$ cat src/gpib_pkg.sv
// Shared types and constants for the instrument-bus talker/listener block.
package gpib_pkg;

   // ----------------------------------------------------------------
   // Command bytes and address fields
   // ----------------------------------------------------------------
   localparam logic [7:0] CMD_UNLISTEN  = 8'h3F;
   localparam logic [7:0] CMD_UNTALK    = 8'h5F;
   localparam logic [1:0] GRP_LISTEN    = 2'h1;
   localparam logic [1:0] GRP_TALK      = 2'h2;
   localparam int         GRP_MSB       = 6;
   localparam int         GRP_LSB       = 5;
   localparam int         ADDR_MSB      = 4;

   // ----------------------------------------------------------------
   // Timing
   // ----------------------------------------------------------------
   localparam int CLK_MHZ       = 25;
   localparam int SETTLE_NS     = 500;
   localparam int SETTLE_CYC    = (SETTLE_NS * CLK_MHZ + 999) / 1000;
   localparam int SYNC_STAGES   = 3;

   // ----------------------------------------------------------------
   // Bus pin bundles (open-drain lines: oe low means pull low)
   // ----------------------------------------------------------------
   typedef struct packed {
      logic [7:0] dio;
      logic       dav;
      logic       nrfd;
      logic       ndac;
      logic       atn;
      logic       ifc;
      logic       eoi;
   } bus_in_s;

   typedef struct packed {
      logic [7:0] dio_oe_n;
      logic       dav_oe_n;
      logic       nrfd_oe_n;
      logic       ndac_oe_n;
      logic       eoi_oe_n;
      logic       srq_oe_n;
   } bus_out_s;

   typedef enum logic [2:0] {
      ST_IDLE,
      ST_LSN_READY,
      ST_LSN_ACCEPT,
      ST_TLK_DRIVE,
      ST_TLK_SETTLE,
      ST_TLK_VALID,
      ST_TLK_DONE
   } hs_state_e;

endpackage

$ cat src/gpib_sync.sv
// Three-stage synchroniser with agreement filter for asynchronous bus lines.
`timescale 1ns/1ps
module gpib_sync #(
   parameter int WIDTH = 13
) (
   input  wire logic             mclk,
   input  wire logic             arst_n,
   input  wire logic [WIDTH-1:0] async_in,
   output logic      [WIDTH-1:0] sync_out
);

   typedef struct packed {
      logic [WIDTH-1:0] s1;
      logic [WIDTH-1:0] s2;
      logic [WIDTH-1:0] s3;
      logic [WIDTH-1:0] q;
   } sync_s;

   sync_s st_reg;
   sync_s st_next;

   // A line only changes once the second and third stages agree, filtering one-stage glitches.
   always_comb begin
      st_next    = st_reg;
      st_next.s1 = async_in;
      st_next.s2 = st_reg.s1;
      st_next.s3 = st_reg.s2;
      for (int i = 0; i < WIDTH; i++) begin
         if (st_reg.s2[i] == st_reg.s3[i]) begin
            st_next.q[i] = st_reg.s3[i];
         end
      end
   end

   // Idle bus lines float high, so the reset value is all ones.
   always_ff @(posedge mclk or negedge arst_n) begin
      if (!arst_n) begin
         st_reg <= '1;
      end else begin
         st_reg <= st_next;
      end
   end

   assign sync_out = st_reg.q;

endmodule

$ cat src/gpib_three_wire_handshake.sv
// Talker/listener interface logic: three-wire handshake and bus addressing.
`timescale 1ns/1ps
module gpib_three_wire_handshake #(
   parameter int SETTLE_CYCLES = gpib_pkg::SETTLE_CYC
) (
   input  wire logic              mclk,
   input  wire logic              arst_n,
   input  wire gpib_pkg::bus_in_s bus_in,
   output gpib_pkg::bus_out_s     bus_out,
   output logic [7:0]             dio_out,
   input  wire logic [4:0]        my_addr,
   input  wire logic              talk_only,
   input  wire logic              srq_req,
   input  wire logic [7:0]        tx_data,
   input  wire logic              tx_eoi,
   input  wire logic              tx_valid,
   output logic                   tx_ready,
   output logic [7:0]             rx_data,
   output logic                   rx_eoi,
   output logic                   rx_valid,
   input  wire logic              rx_ready,
   output logic                   is_listener,
   output logic                   is_talker
);

   // ----------------------------------------------------------------
   // Synchronised bus inputs
   // ----------------------------------------------------------------
   gpib_pkg::bus_in_s bus_s;

   gpib_sync #(
      .WIDTH   ($bits(gpib_pkg::bus_in_s))
   ) u_sync (
      .mclk     (mclk),
      .arst_n   (arst_n),
      .async_in (bus_in),
      .sync_out (bus_s)
   );

   // ----------------------------------------------------------------
   // State
   // ----------------------------------------------------------------
   typedef struct packed {
      gpib_pkg::hs_state_e state;
      logic [7:0]          settle_cnt;
      logic                lad;
      logic                tad;
      logic [7:0]          dio_oe_n;
      logic                dav_oe_n;
      logic                nrfd_oe_n;
      logic                ndac_oe_n;
      logic                eoi_oe_n;
      logic                srq_oe_n;
      logic                tx_ready;
      logic [7:0]          rx_data;
      logic                rx_eoi;
      logic                rx_valid;
   } hs_s;

   hs_s st_reg;
   hs_s st_next;

   localparam logic [7:0] SETTLE_LOAD = 8'(SETTLE_CYCLES - 1);

   // Address decode of a command byte; used for listen and talk groups.
   function automatic logic addr_hit(input logic [7:0] b, input logic [1:0] grp, input logic [4:0] a);
      addr_hit = (b[gpib_pkg::GRP_MSB:gpib_pkg::GRP_LSB] == grp) && (b[gpib_pkg::ADDR_MSB:0] == a);
   endfunction

   // ----------------------------------------------------------------
   // Next state
   // ----------------------------------------------------------------
   always_comb begin
      st_next          = st_reg;
      st_next.srq_oe_n = ~srq_req;
      st_next.tx_ready = 1'b0;
      if (st_reg.rx_valid && rx_ready) begin
         st_next.rx_valid = 1'b0;
      end
      // Talk-only instruments act as talker without being addressed.
      if (talk_only) begin
         st_next.tad = 1'b1;
         st_next.lad = 1'b0;
      end

      unique case (st_reg.state)
         gpib_pkg::ST_IDLE: begin
            // Both open-drain lines are held low while idle and listening is possible.
            st_next.dav_oe_n  = 1'b1;
            st_next.dio_oe_n  = '1;
            st_next.eoi_oe_n  = 1'b1;
            if (!bus_s.atn || (st_reg.lad && !bus_s.atn)) begin
               st_next.ndac_oe_n = ~st_reg.lad;
               st_next.nrfd_oe_n = ~st_reg.lad;
            end else begin
               st_next.ndac_oe_n = 1'b0;
               st_next.nrfd_oe_n = 1'b0;
            end
            if (!bus_s.atn && st_reg.tad && tx_valid && bus_s.dav) begin
               // Data lines are negative logic: a one bit pulls its line low.
               st_next.dio_oe_n  = ~tx_data;
               st_next.dav_oe_n  = 1'b1;
               st_next.eoi_oe_n  = ~tx_eoi;
               st_next.tx_ready  = 1'b1;
               st_next.state     = gpib_pkg::ST_TLK_DRIVE;
            end else if (!bus_s.atn && !st_reg.lad) begin
               st_next.state = gpib_pkg::ST_IDLE;
            end else if (!st_reg.rx_valid && bus_s.dav) begin
               // Ready only when nothing is pending; NDAC stays low meanwhile.
               st_next.nrfd_oe_n = 1'b1;
               st_next.ndac_oe_n = 1'b0;
               st_next.state     = gpib_pkg::ST_LSN_READY;
            end
         end
         gpib_pkg::ST_LSN_READY: begin
            // An unaddressed instrument leaves once attention drops, so it never takes a data byte.
            if (!bus_s.atn && !st_reg.lad) begin
               st_next.state = gpib_pkg::ST_IDLE;
            end else if (!bus_s.dav) begin
               // Byte is captured and ready is withdrawn in the same cycle that accepted is released.
               st_next.nrfd_oe_n = 1'b0;
               st_next.ndac_oe_n = 1'b1;
               if (!bus_s.atn) begin
                  st_next.rx_data  = ~bus_s.dio;
                  st_next.rx_eoi   = ~bus_s.eoi;
                  st_next.rx_valid = 1'b1;
               end else begin
                  if (addr_hit(~bus_s.dio, gpib_pkg::GRP_LISTEN, my_addr) && !talk_only) begin
                     st_next.lad = 1'b1;
                  end
                  if (~bus_s.dio == gpib_pkg::CMD_UNLISTEN) begin
                     st_next.lad = 1'b0;
                  end
                  if (addr_hit(~bus_s.dio, gpib_pkg::GRP_TALK, my_addr)) begin
                     st_next.tad = 1'b1;
                  end else if ((~bus_s.dio) == gpib_pkg::CMD_UNTALK
                               || (~bus_s.dio[gpib_pkg::GRP_MSB:gpib_pkg::GRP_LSB]) == gpib_pkg::GRP_TALK) begin
                     st_next.tad = talk_only;
                  end
               end
               st_next.state = gpib_pkg::ST_LSN_ACCEPT;
            end
         end
         gpib_pkg::ST_LSN_ACCEPT: begin
            if (bus_s.dav) begin
               st_next.ndac_oe_n = 1'b0;
               st_next.state     = gpib_pkg::ST_IDLE;
            end
         end
         gpib_pkg::ST_TLK_DRIVE: begin
            // Wait for every listener to be ready (wired AND high).
            if (bus_s.nrfd && !bus_s.ndac) begin
               st_next.settle_cnt = SETTLE_LOAD;
               st_next.state      = gpib_pkg::ST_TLK_SETTLE;
            end
         end
         gpib_pkg::ST_TLK_SETTLE: begin
            if (st_reg.settle_cnt == 8'h00) begin
               st_next.dav_oe_n = 1'b0;
               st_next.state    = gpib_pkg::ST_TLK_VALID;
            end else begin
               st_next.settle_cnt = st_reg.settle_cnt - 8'h01;
            end
         end
         gpib_pkg::ST_TLK_VALID: begin
            if (bus_s.ndac) begin
               st_next.dav_oe_n = 1'b1;
               st_next.state    = gpib_pkg::ST_TLK_DONE;
            end
         end
         gpib_pkg::ST_TLK_DONE: begin
            if (!bus_s.ndac) begin
               st_next.dio_oe_n  = '1;
               st_next.eoi_oe_n  = 1'b1;
               st_next.state     = gpib_pkg::ST_IDLE;
            end
         end
      endcase

      // Attention aborts a talk transfer; the controller owns the bus.
      if (bus_s.atn && st_reg.state inside {gpib_pkg::ST_TLK_DRIVE, gpib_pkg::ST_TLK_SETTLE,
                                            gpib_pkg::ST_TLK_VALID, gpib_pkg::ST_TLK_DONE}) begin
         st_next.dav_oe_n  = 1'b1;
         st_next.dio_oe_n  = '1;
         st_next.eoi_oe_n  = 1'b1;
         st_next.state     = gpib_pkg::ST_IDLE;
      end
      if (bus_s.ifc) begin
         st_next.lad       = 1'b0;
         st_next.tad       = talk_only;
         st_next.dav_oe_n  = 1'b1;
         st_next.nrfd_oe_n = 1'b1;
         st_next.ndac_oe_n = 1'b1;
         st_next.eoi_oe_n  = 1'b1;
         st_next.dio_oe_n  = '1;
         st_next.state     = gpib_pkg::ST_IDLE;
      end
   end

   always_ff @(posedge mclk or negedge arst_n) begin
      if (!arst_n) begin
         st_reg           <= '0;
         st_reg.state     <= gpib_pkg::ST_IDLE;
         st_reg.dav_oe_n  <= 1'b1;
         st_reg.nrfd_oe_n <= 1'b1;
         st_reg.ndac_oe_n <= 1'b1;
         st_reg.eoi_oe_n  <= 1'b1;
         st_reg.srq_oe_n  <= 1'b1;
         st_reg.dio_oe_n  <= '1;
      end else begin
         st_reg <= st_next;
      end
   end

   // ----------------------------------------------------------------
   // Outputs
   // ----------------------------------------------------------------
   assign bus_out.dio_oe_n  = st_reg.dio_oe_n;
   assign bus_out.dav_oe_n  = st_reg.dav_oe_n;
   assign bus_out.nrfd_oe_n = st_reg.nrfd_oe_n;
   assign bus_out.ndac_oe_n = st_reg.ndac_oe_n;
   assign bus_out.eoi_oe_n  = st_reg.eoi_oe_n;
   assign bus_out.srq_oe_n  = st_reg.srq_oe_n;
   assign dio_out           = 8'h00;
   assign tx_ready          = st_reg.tx_ready;
   assign rx_data           = st_reg.rx_data;
   assign rx_eoi            = st_reg.rx_eoi;
   assign rx_valid          = st_reg.rx_valid;
   assign is_listener       = st_reg.lad;
   assign is_talker         = st_reg.tad;

endmodule

$ cat config.mk
export PLATFORM = sky130hd
export DESIGN_NAME = gpib_three_wire_handshake
export DESIGN_NICKNAME = d
export VERILOG_FILES = /design/src/gpib_pkg.sv /design/src/gpib_sync.sv /design/src/gpib_three_wire_handshake.sv
export SDC_FILE = /design/constraint.sdc
export NUM_CORES = 1
export LEC_CHECK = 0
export ABC_AREA = 1
export BUFFER_PORTS_ARGS = -buffer_cell sky130_fd_sc_hd__buf_2
export CAP_MARGIN = 20
export CORE_MARGIN = 2
export CORE_UTILIZATION = 56
export DETAILED_ROUTE_END_ITERATION = 12
export HOLD_SLACK_MARGIN = 0.02
export MAX_ROUTING_LAYER = met4
export PLACE_DENSITY = 0.76
export SETUP_SLACK_MARGIN = 0.3
export SYNTH_ARGS = -nofsm -noshare
export SYNTH_HDL_FRONTEND = slang
export SYNTH_SLANG_ARGS = --single-unit
$ cat constraint.sdc
create_clock -name mclk -period 1.6 [get_ports mclk]
set_input_delay 0.24 -clock mclk [delete_from_list [all_inputs] [get_ports mclk]]
set_output_delay 0.24 -clock mclk [all_outputs]
set_load 0.02 [all_outputs]
==> reports/metrics.csv, run 1 <==
metric,value,unit
register_area,2420,sq um
startpoint_of_the_most_critical_hold_path,talk_only,
vdd_ir_drop_max,629,uV
finalWirelength,10000,um
final-setup-viol-count,0,
worst_hold_path_type,primary input to flop,
cts_buffers,9,
synth.ff_latch_count,93,
fmax,658,MHz
totalNegativeSetupSlack,0,ns
power.switching_fraction,0.381,
crit_buf_inv,1,
cts.htree.levels,3,
synth-seq-area-share,0.570,
yosys.cell_types.count,36,
maximum_number_of_pins_on_one_net_before_global_route_repair,94,
area_of_all_placed_cells_without_fillers,5810,sq um
vias,3326,
ios,68,
hpwlAfterDp,4980,um
floorplan.die_area,8280,sq um
min_delay_path_depth,3,
antenna_found_initial,0,
max_reg_flops,28,
finalHoldViolations,0,
post_route_fraction_of_the_period_consumed_by_the_critical_path,0.949,
multi_input_area,1860,sq um
power_density,1430,nW/um^2
report.final.slew_viol_count,0,
drt_drc_violations_left,0,
design_power_total,8320,uW
clock_tree.root_cell,sky130_fd_sc_hd__clkbuf_8,
grt_pass1_wl,15200,um
setup.worst_path.start,st_reg[35],
groute.usage.overall,0.239,
grt-ovfl-total,0,
nFillCells,405,
timing.critical_path.required,1.90,ns
switching_pwr,3170,uW
cell_at_the_slowest_stage_of_the_critical_path,sky130_fd_sc_hd__dfrtp_2,
globalplace.congestion,0.911,
cts.sink_count,93,
first_global_vias,3276,
detail_route.wl_per_cell,16.1,um
p_leak,0.00260,uW
timing.critical_path.to_type,flop,
ctsLongestPathBuffers,2,
clkSlewWorstSetupHoldPaths,0.10,ns
drt_iter0_drc,164,
largest_clock_skew_in_the_final_design,0.0119,ns
die_width,91.0,um
dr.pass1.iters,4,
dp_cells,537,
holdWs,0.139,ns
instances_no_fill,622,
rr_worst_depth,8,
rrSetupSlack,0.08,ns
syn-cell-area,4240,sq um
gate_count_after_technology_mapping,402,
critical_path.max_stage_delay,0.52,ns
critPathLaunchType,flop,
p_int,5150,uW
cap_viol_max_count,0,
rows,31,
critical_path.cell_chain,"buf_4, nand3_1, nand2_1, nand3_1, nand2_1, nor2_1, nand3_1, nand2_1",
combPwrFrac,0.416,
yosys_warnings,0,
tritoncts,yes,
seqPwrFrac,0.395,
cpLargestDelayFamily,simple AND/OR/NAND/NOR gates,
drive_above_1_share,0.618,
path_class,flop to flop,
finalCriticalPeriod,1.52,ns
syn_avg_cell_area,10.5,sq um
post_drt_via_cell_ratio,5.35,
grt_setup_unrepaired,true,
insertedDiodeCount,0,
insertion_delay,0.36,ns
status,"finished, final reports clean",
r2r-start,st_reg[35],
final_nets,554,
die_height,91.0,um
critical_path_peak_fanout,6,
critical_path_depth,8,
port-buffer-count,59,
postPlaceCellArea,4450,sq um
initial_utilization,0.581,
antenna_left,0,
layout_overhead_on_the_synthesized_area,37.2,%
power.clock.fraction,0.189,
core,7290,sq um
cp_data_arrival_time,1.82,ns
layout by cell type, fill, tap and decap left out, types with 10 or more instances in the layout:
cell,instances
sky130_fd_sc_hd__nand3_1,23
sky130_fd_sc_hd__nand2_2,22
sky130_fd_sc_hd__buf_2,45
sky130_fd_sc_hd__dfrtp_1,22
sky130_fd_sc_hd__buf_6,21
sky130_fd_sc_hd__nand3_2,10
sky130_fd_sc_hd__dfstp_2,69
sky130_fd_sc_hd__nand2_4,17
sky130_fd_sc_hd__nand2_1,39
sky130_fd_sc_hd__buf_4,41
sky130_fd_sc_hd__nor2_1,35
sky130_fd_sc_hd__clkbuf_8,10
sky130_fd_sc_hd__inv_1,18
sky130_fd_sc_hd__nand3_4,10
sky130_fd_sc_hd__dlygate4sd3_1,17
sky130_fd_sc_hd__maj3_1,14
sky130_fd_sc_hd__o21ai_2,20
power groups by stage:
stage / logic, uW / registers [uW] / clock network, uW
2_1_floorplan: 1940 / 3170 / 0
6_report: 3460 / 3290 / 1570
3_3_place_gp: 2000 / 3240 / 0
5_1_grt: 3680 / 3330 / 1720
4_1_cts: 2840 / 3220 / 1600
3_5_place_dp: 2040 / 3260 / 0
layer usage:
layer  vias up  wire length (um)  global-route usage
li1       1509                 -                   -
met3        44               561              0.0556
met5         -                 0                   -
met2       150              5020               0.389
met1      1623              4050               0.288
met4         0               376              0.0985
cell type report:
| class | count | share of cell area |
|---|---|---|
| Sequential cell | 93 | 0.416 |
| Multi-Input combinational cell | 250 | 0.320 |
| Timing Repair Buffer | 130 | 0.181 |
| Clock buffer | 12 | 0.0286 |
| Inverter | 34 | 0.0273 |
| Tap cell | 99 | 0.0213 |
| Clock inverter | 4 | 0.00603 |
stage by stage:
stage	worst slack [ns]	utilization
finish	0.0809	0.797
global placement	0.00943	0.610
detailed placement	-0.0196	0.610
CTS	0.154	0.753
floorplan	0.225	-
global route	-0.0134	0.797
path summary, 6_finish.rpt:
kind,endpoint
max,st_reg[34]
min reg2reg,u_sync.st_next[22]
min in group asynchronous,st_reg[29]
min,is_talker
max in group asynchronous,bus_out[9]
max reg2reg,st_reg[34]
cell families after synthesis:
group / synth area share
AND/OR/NAND/NOR: 0.206
flip-flops: 0.570
buffers and inverters: 0.110
AO/OA/AOI/OAI: 0.0662
adder cells (fa/ha/maj): 0.0390
XOR/XNOR: 0.00827
other: 0.000885
tightest hold or removal path, stage by stage:
cell	delay, ns
sky130_fd_sc_hd__buf_2	0.09
sky130_fd_sc_hd__inv_1	0.05
sky130_fd_sc_hd__nand2_1	0.08
Yosys cell counts:
| library cell | number | area share |
|---|---|---|
| sky130_fd_sc_hd__buf_12 | 1 | 0.0047 |
| sky130_fd_sc_hd__nor2_1 | 44 | 0.039 |
| sky130_fd_sc_hd__nand3_4 | 4 | 0.017 |
| sky130_fd_sc_hd__maj3_1 | 14 | 0.033 |
| sky130_fd_sc_hd__nand2_4 | 6 | 0.016 |
| sky130_fd_sc_hd__dfstp_2 | 69 | 0.43 |
| sky130_fd_sc_hd__nor2_8 | 1 | 0.0047 |
| sky130_fd_sc_hd__o21ai_1 | 5 | 0.0059 |
| sky130_fd_sc_hd__xnor2_1 | 1 | 0.0021 |
| sky130_fd_sc_hd__o21ai_2 | 18 | 0.037 |
| sky130_fd_sc_hd__o22ai_1 | 1 | 0.0015 |
| sky130_fd_sc_hd__a31oi_1 | 1 | 0.0015 |
| sky130_fd_sc_hd__ha_1 | 2 | 0.0059 |
| sky130_fd_sc_hd__nor2_2 | 1 | 0.0015 |
| sky130_fd_sc_hd__clkbuf_1 | 1 | 0.00089 |
| sky130_fd_sc_hd__inv_6 | 1 | 0.0021 |
| sky130_fd_sc_hd__nand4_1 | 3 | 0.0044 |
| sky130_fd_sc_hd__o211ai_1 | 1 | 0.0018 |
| sky130_fd_sc_hd__inv_4 | 3 | 0.0044 |
| sky130_fd_sc_hd__xor2_1 | 3 | 0.0062 |
| sky130_fd_sc_hd__nand2_2 | 3 | 0.0044 |
| sky130_fd_sc_hd__a211oi_1 | 1 | 0.0018 |
| sky130_fd_sc_hd__nor2_4 | 1 | 0.0027 |
| sky130_fd_sc_hd__nand2_1 | 69 | 0.061 |
| sky130_fd_sc_hd__nor3_1 | 5 | 0.0059 |
| sky130_fd_sc_hd__inv_2 | 6 | 0.0053 |
| sky130_fd_sc_hd__nand3_1 | 32 | 0.038 |
| sky130_fd_sc_hd__nand4_2 | 1 | 0.0030 |
| sky130_fd_sc_hd__buf_6 | 6 | 0.016 |
| sky130_fd_sc_hd__o21ai_0 | 7 | 0.0083 |
| sky130_fd_sc_hd__nand3_2 | 4 | 0.0095 |
| sky130_fd_sc_hd__inv_1 | 24 | 0.021 |
| sky130_fd_sc_hd__conb_1 | 1 | 0.00089 |
| sky130_fd_sc_hd__a21oi_1 | 7 | 0.0083 |
| sky130_fd_sc_hd__buf_4 | 31 | 0.055 |
| sky130_fd_sc_hd__dfrtp_1 | 24 | 0.14 |
timing repair:
item / CTS / global route
cloned: 7 / 0
endpoints found under the hold margin: 40 / 0
resized for setup: 85 / 62
pin swaps: 26 / 13
setup buffers: 32 / 13
setup endpoints to repair: 43 / 48
hold buffers: 17 / 0
(Power assumes the default switching activity.)
==> run 2: changes to the inputs <==
--- a/config.mk
+++ b/config.mk
@@ -8,13 +8,16 @@
 export ABC_AREA = 1
 export BUFFER_PORTS_ARGS = -buffer_cell sky130_fd_sc_hd__buf_2
 export CAP_MARGIN = 20
+export CELL_PAD_IN_SITES_DETAIL_PLACEMENT = 0
+export CELL_PAD_IN_SITES_GLOBAL_PLACEMENT = 1
 export CORE_MARGIN = 2
-export CORE_UTILIZATION = 56
+export CORE_UTILIZATION = 44
 export DETAILED_ROUTE_END_ITERATION = 12
 export HOLD_SLACK_MARGIN = 0.02
 export MAX_ROUTING_LAYER = met4
 export PLACE_DENSITY = 0.76
 export SETUP_SLACK_MARGIN = 0.3
+export SLEW_MARGIN = 20
 export SYNTH_ARGS = -nofsm -noshare
 export SYNTH_HDL_FRONTEND = slang
 export SYNTH_SLANG_ARGS = --single-unit
==> reports/metrics.csv, run 2 (same netlist as run 1, synthesis figures left out) <==
metric,value,unit,change
maximum_number_of_pins_on_one_net_before_global_route_repair,94,,unchanged
cp_data_arrival_time,1.74,ns,-0.08 ns
ios,68,,unchanged
insertedDiodeCount,0,,unchanged
rrSetupSlack,0.12,ns,+0.04 ns
postPlaceCellArea,4510,sq um,+1.5%
critical_path.reg2reg.endpoint,rx_data[1],,
cap_viol_max_count,0,,unchanged
grt_setup_unrepaired,true,,
register_area,2420,sq um,unchanged
critical_path_peak_fanout,10,,+4
startpoint_of_the_most_critical_hold_path,rx_ready,,
post_drt_via_cell_ratio,4.64,,-13%
largest_clock_skew_in_the_final_design,0.0114,ns,-0.000569 ns
drt_iter0_drc,53,,-68%
fmax,675,MHz,+2.6%
layout.cells.most_common,sky130_fd_sc_hd__dfstp_2,,
cell_occurring_most_often_along_the_worst_timing_path,sky130_fd_sc_hd__nand2_2,,
min_to,rx_valid,,
clock_tree.root_cell,sky130_fd_sc_hd__clkbuf_8,,
die_width,102,um,+12%
report.final.slew_viol_count,0,,unchanged
p_leak,0.00258,uW,-0.88%
clkSlewWorstSetupHoldPaths,0.10,ns,about the same
critPathLaunchType,flop,,
groute.usage.overall,0.175,,-0.0634
status,"finished, final reports clean",,
power_density,1420,nW/um^2,-1.1%
timing.critical_path.to_type,flop,,
layout_overhead_on_the_synthesized_area,34.3,%,
final-setup-viol-count,0,,unchanged
min_delay_path_depth,2,,-1
cell_at_the_slowest_stage_of_the_critical_path,sky130_fd_sc_hd__dfstp_2,,
final_nets,552,,-0.36%
cpLargestDelayFamily,flip-flops,,
finalCriticalPeriod,1.48,ns,-0.0383 ns
core,9280,sq um,+27%
area_of_all_placed_cells_without_fillers,5690,sq um,-2.1%
final_cell_mix,"sky130_fd_sc_hd__dfstp_2, sky130_fd_sc_hd__buf_4, sky130_fd_sc_hd__nand2_1",,
worst_hold_path_type,primary input to flop,,
post_route_fraction_of_the_period_consumed_by_the_critical_path,0.925,,-0.0239
grt_pass1_wl,13800,um,-9.1%
instances_no_fill,650,,+4.5%
dp_cells,571,,+6.3%
finalHoldViolations,0,,unchanged
drt_drc_violations_left,0,,unchanged
port-buffer-count,59,,unchanged
first_global_vias,2950,,-10%
cts_buffers,9,,unchanged
totalNegativeSetupSlack,0,ns,unchanged
holdWs,0.0440,ns,-0.0946 ns
die_height,102,um,+12%
max_reg_flops,28,,unchanged
crit_buf_inv,3,,+2
detail_route.wl_per_cell,13.1,um,-19%
finalWirelength,8510,um,-15%
path_class,flop to flop,,
nFillCells,789,,+95%
vdd_ir_drop_max,532,uV,-15%
floorplan.die_area,10400,sq um,+26%
dr.pass1.iters,4,,unchanged
cts.htree.levels,3,,unchanged
hpwlAfterDp,5070,um,+1.7%
r2r-start,u_sync.sync_out[2],,
rr_worst_depth,8,,unchanged
initial_utilization,0.456,,-0.125
tritoncts,yes,,
ctsLongestPathBuffers,2,,unchanged
critical_path_depth,8,,unchanged
antenna_left,0,,unchanged
rows,35,,+13%
antenna_found_initial,0,,unchanged
vias,3017,,-9.3%
cts.sink_count,93,,unchanged
insertion_delay,0.36,ns,about the same
multi_input_area,1720,sq um,-7.9%
critical_path.cell_chain,"clkinv_4, nand2_2, nand2_2, inv_2, nand3_4, buf_12, nand2_1, o21ai_2",,
timing.critical_path.required,1.86,ns,-0.04 ns
critical_path.max_stage_delay,0.61,ns,+0.09 ns
grt-ovfl-total,0,,unchanged
drive_above_1_share,0.583,,-0.0341
globalplace.congestion,0.839,,-7.9%
design_power_total,8060,uW,-3.2%
-- run 2: cell count changes in the layout (fill, tap and decap cells not counted), sizes merged --
cell,before,now
nand2,82,81
buf,113,115
inv,37,36
nand3,43,40
clkinv,0,2
dlygate4sd3,17,16
-- run 2: report_power, final --
part | total, uW | internal (uW) | switching, uW
logic | 3250 | 1480 | 1770
registers | 3230 | 2920 | 314
clock network | 1580 | 694 | 883
-- run 2: layer usage --
layer / vias up / share of wire / GRT usage
met5: - / 0 / -
met4: 0 / 0.020 / 0.0831
met3: 15 / 0.034 / 0.0335
met2: 57 / 0.49 / 0.272
met1: 1448 / 0.46 / 0.222
li1: 1497 / - / -
-- run 2: timing repair --
action,in CTS,in global routing
endpoints found under the hold margin,39,0
cloned,4,1
pin swaps,19,24
setup buffers,27,15
hold buffers,16,0
endpoints found under the setup margin,46,47
resized for setup,56,52
-- run 2: cell type report --
class / instances / area share
clock buffer: 11 / 0.0268
timing repair buffer: 132 / 0.184
multi-input combinational: 246 / 0.301
tap: 129 / 0.0284
sequential: 93 / 0.424
inverter: 34 / 0.0268
clock inverter: 5 / 0.00835
-- run 2: how the worst max path moves through the flow --
stage	start	end	slack, ns
after global routing	u_sync.sync_out[2]	st_reg[36]	0.03
final	u_sync.sync_out[2]	rx_data[1]	0.12
after CTS	st_reg[27]	st_reg[35]	0.13
after global placement	st_reg[35]	rx_data[3]	0.02
after floorplan	st_reg[26]	st_reg[35]	0.22
after detailed placement	st_reg[35]	bus_out[1]	-0.01
-- run 2: metrics by stage --
step / utilization / setup slack (ns)
CTS: 0.579 / 0.126
global route: 0.613 / 0.0335
global placement: 0.486 / 0.0234
finish: 0.613 / 0.119
detailed placement: 0.486 / -0.0101
floorplan: - / 0.225
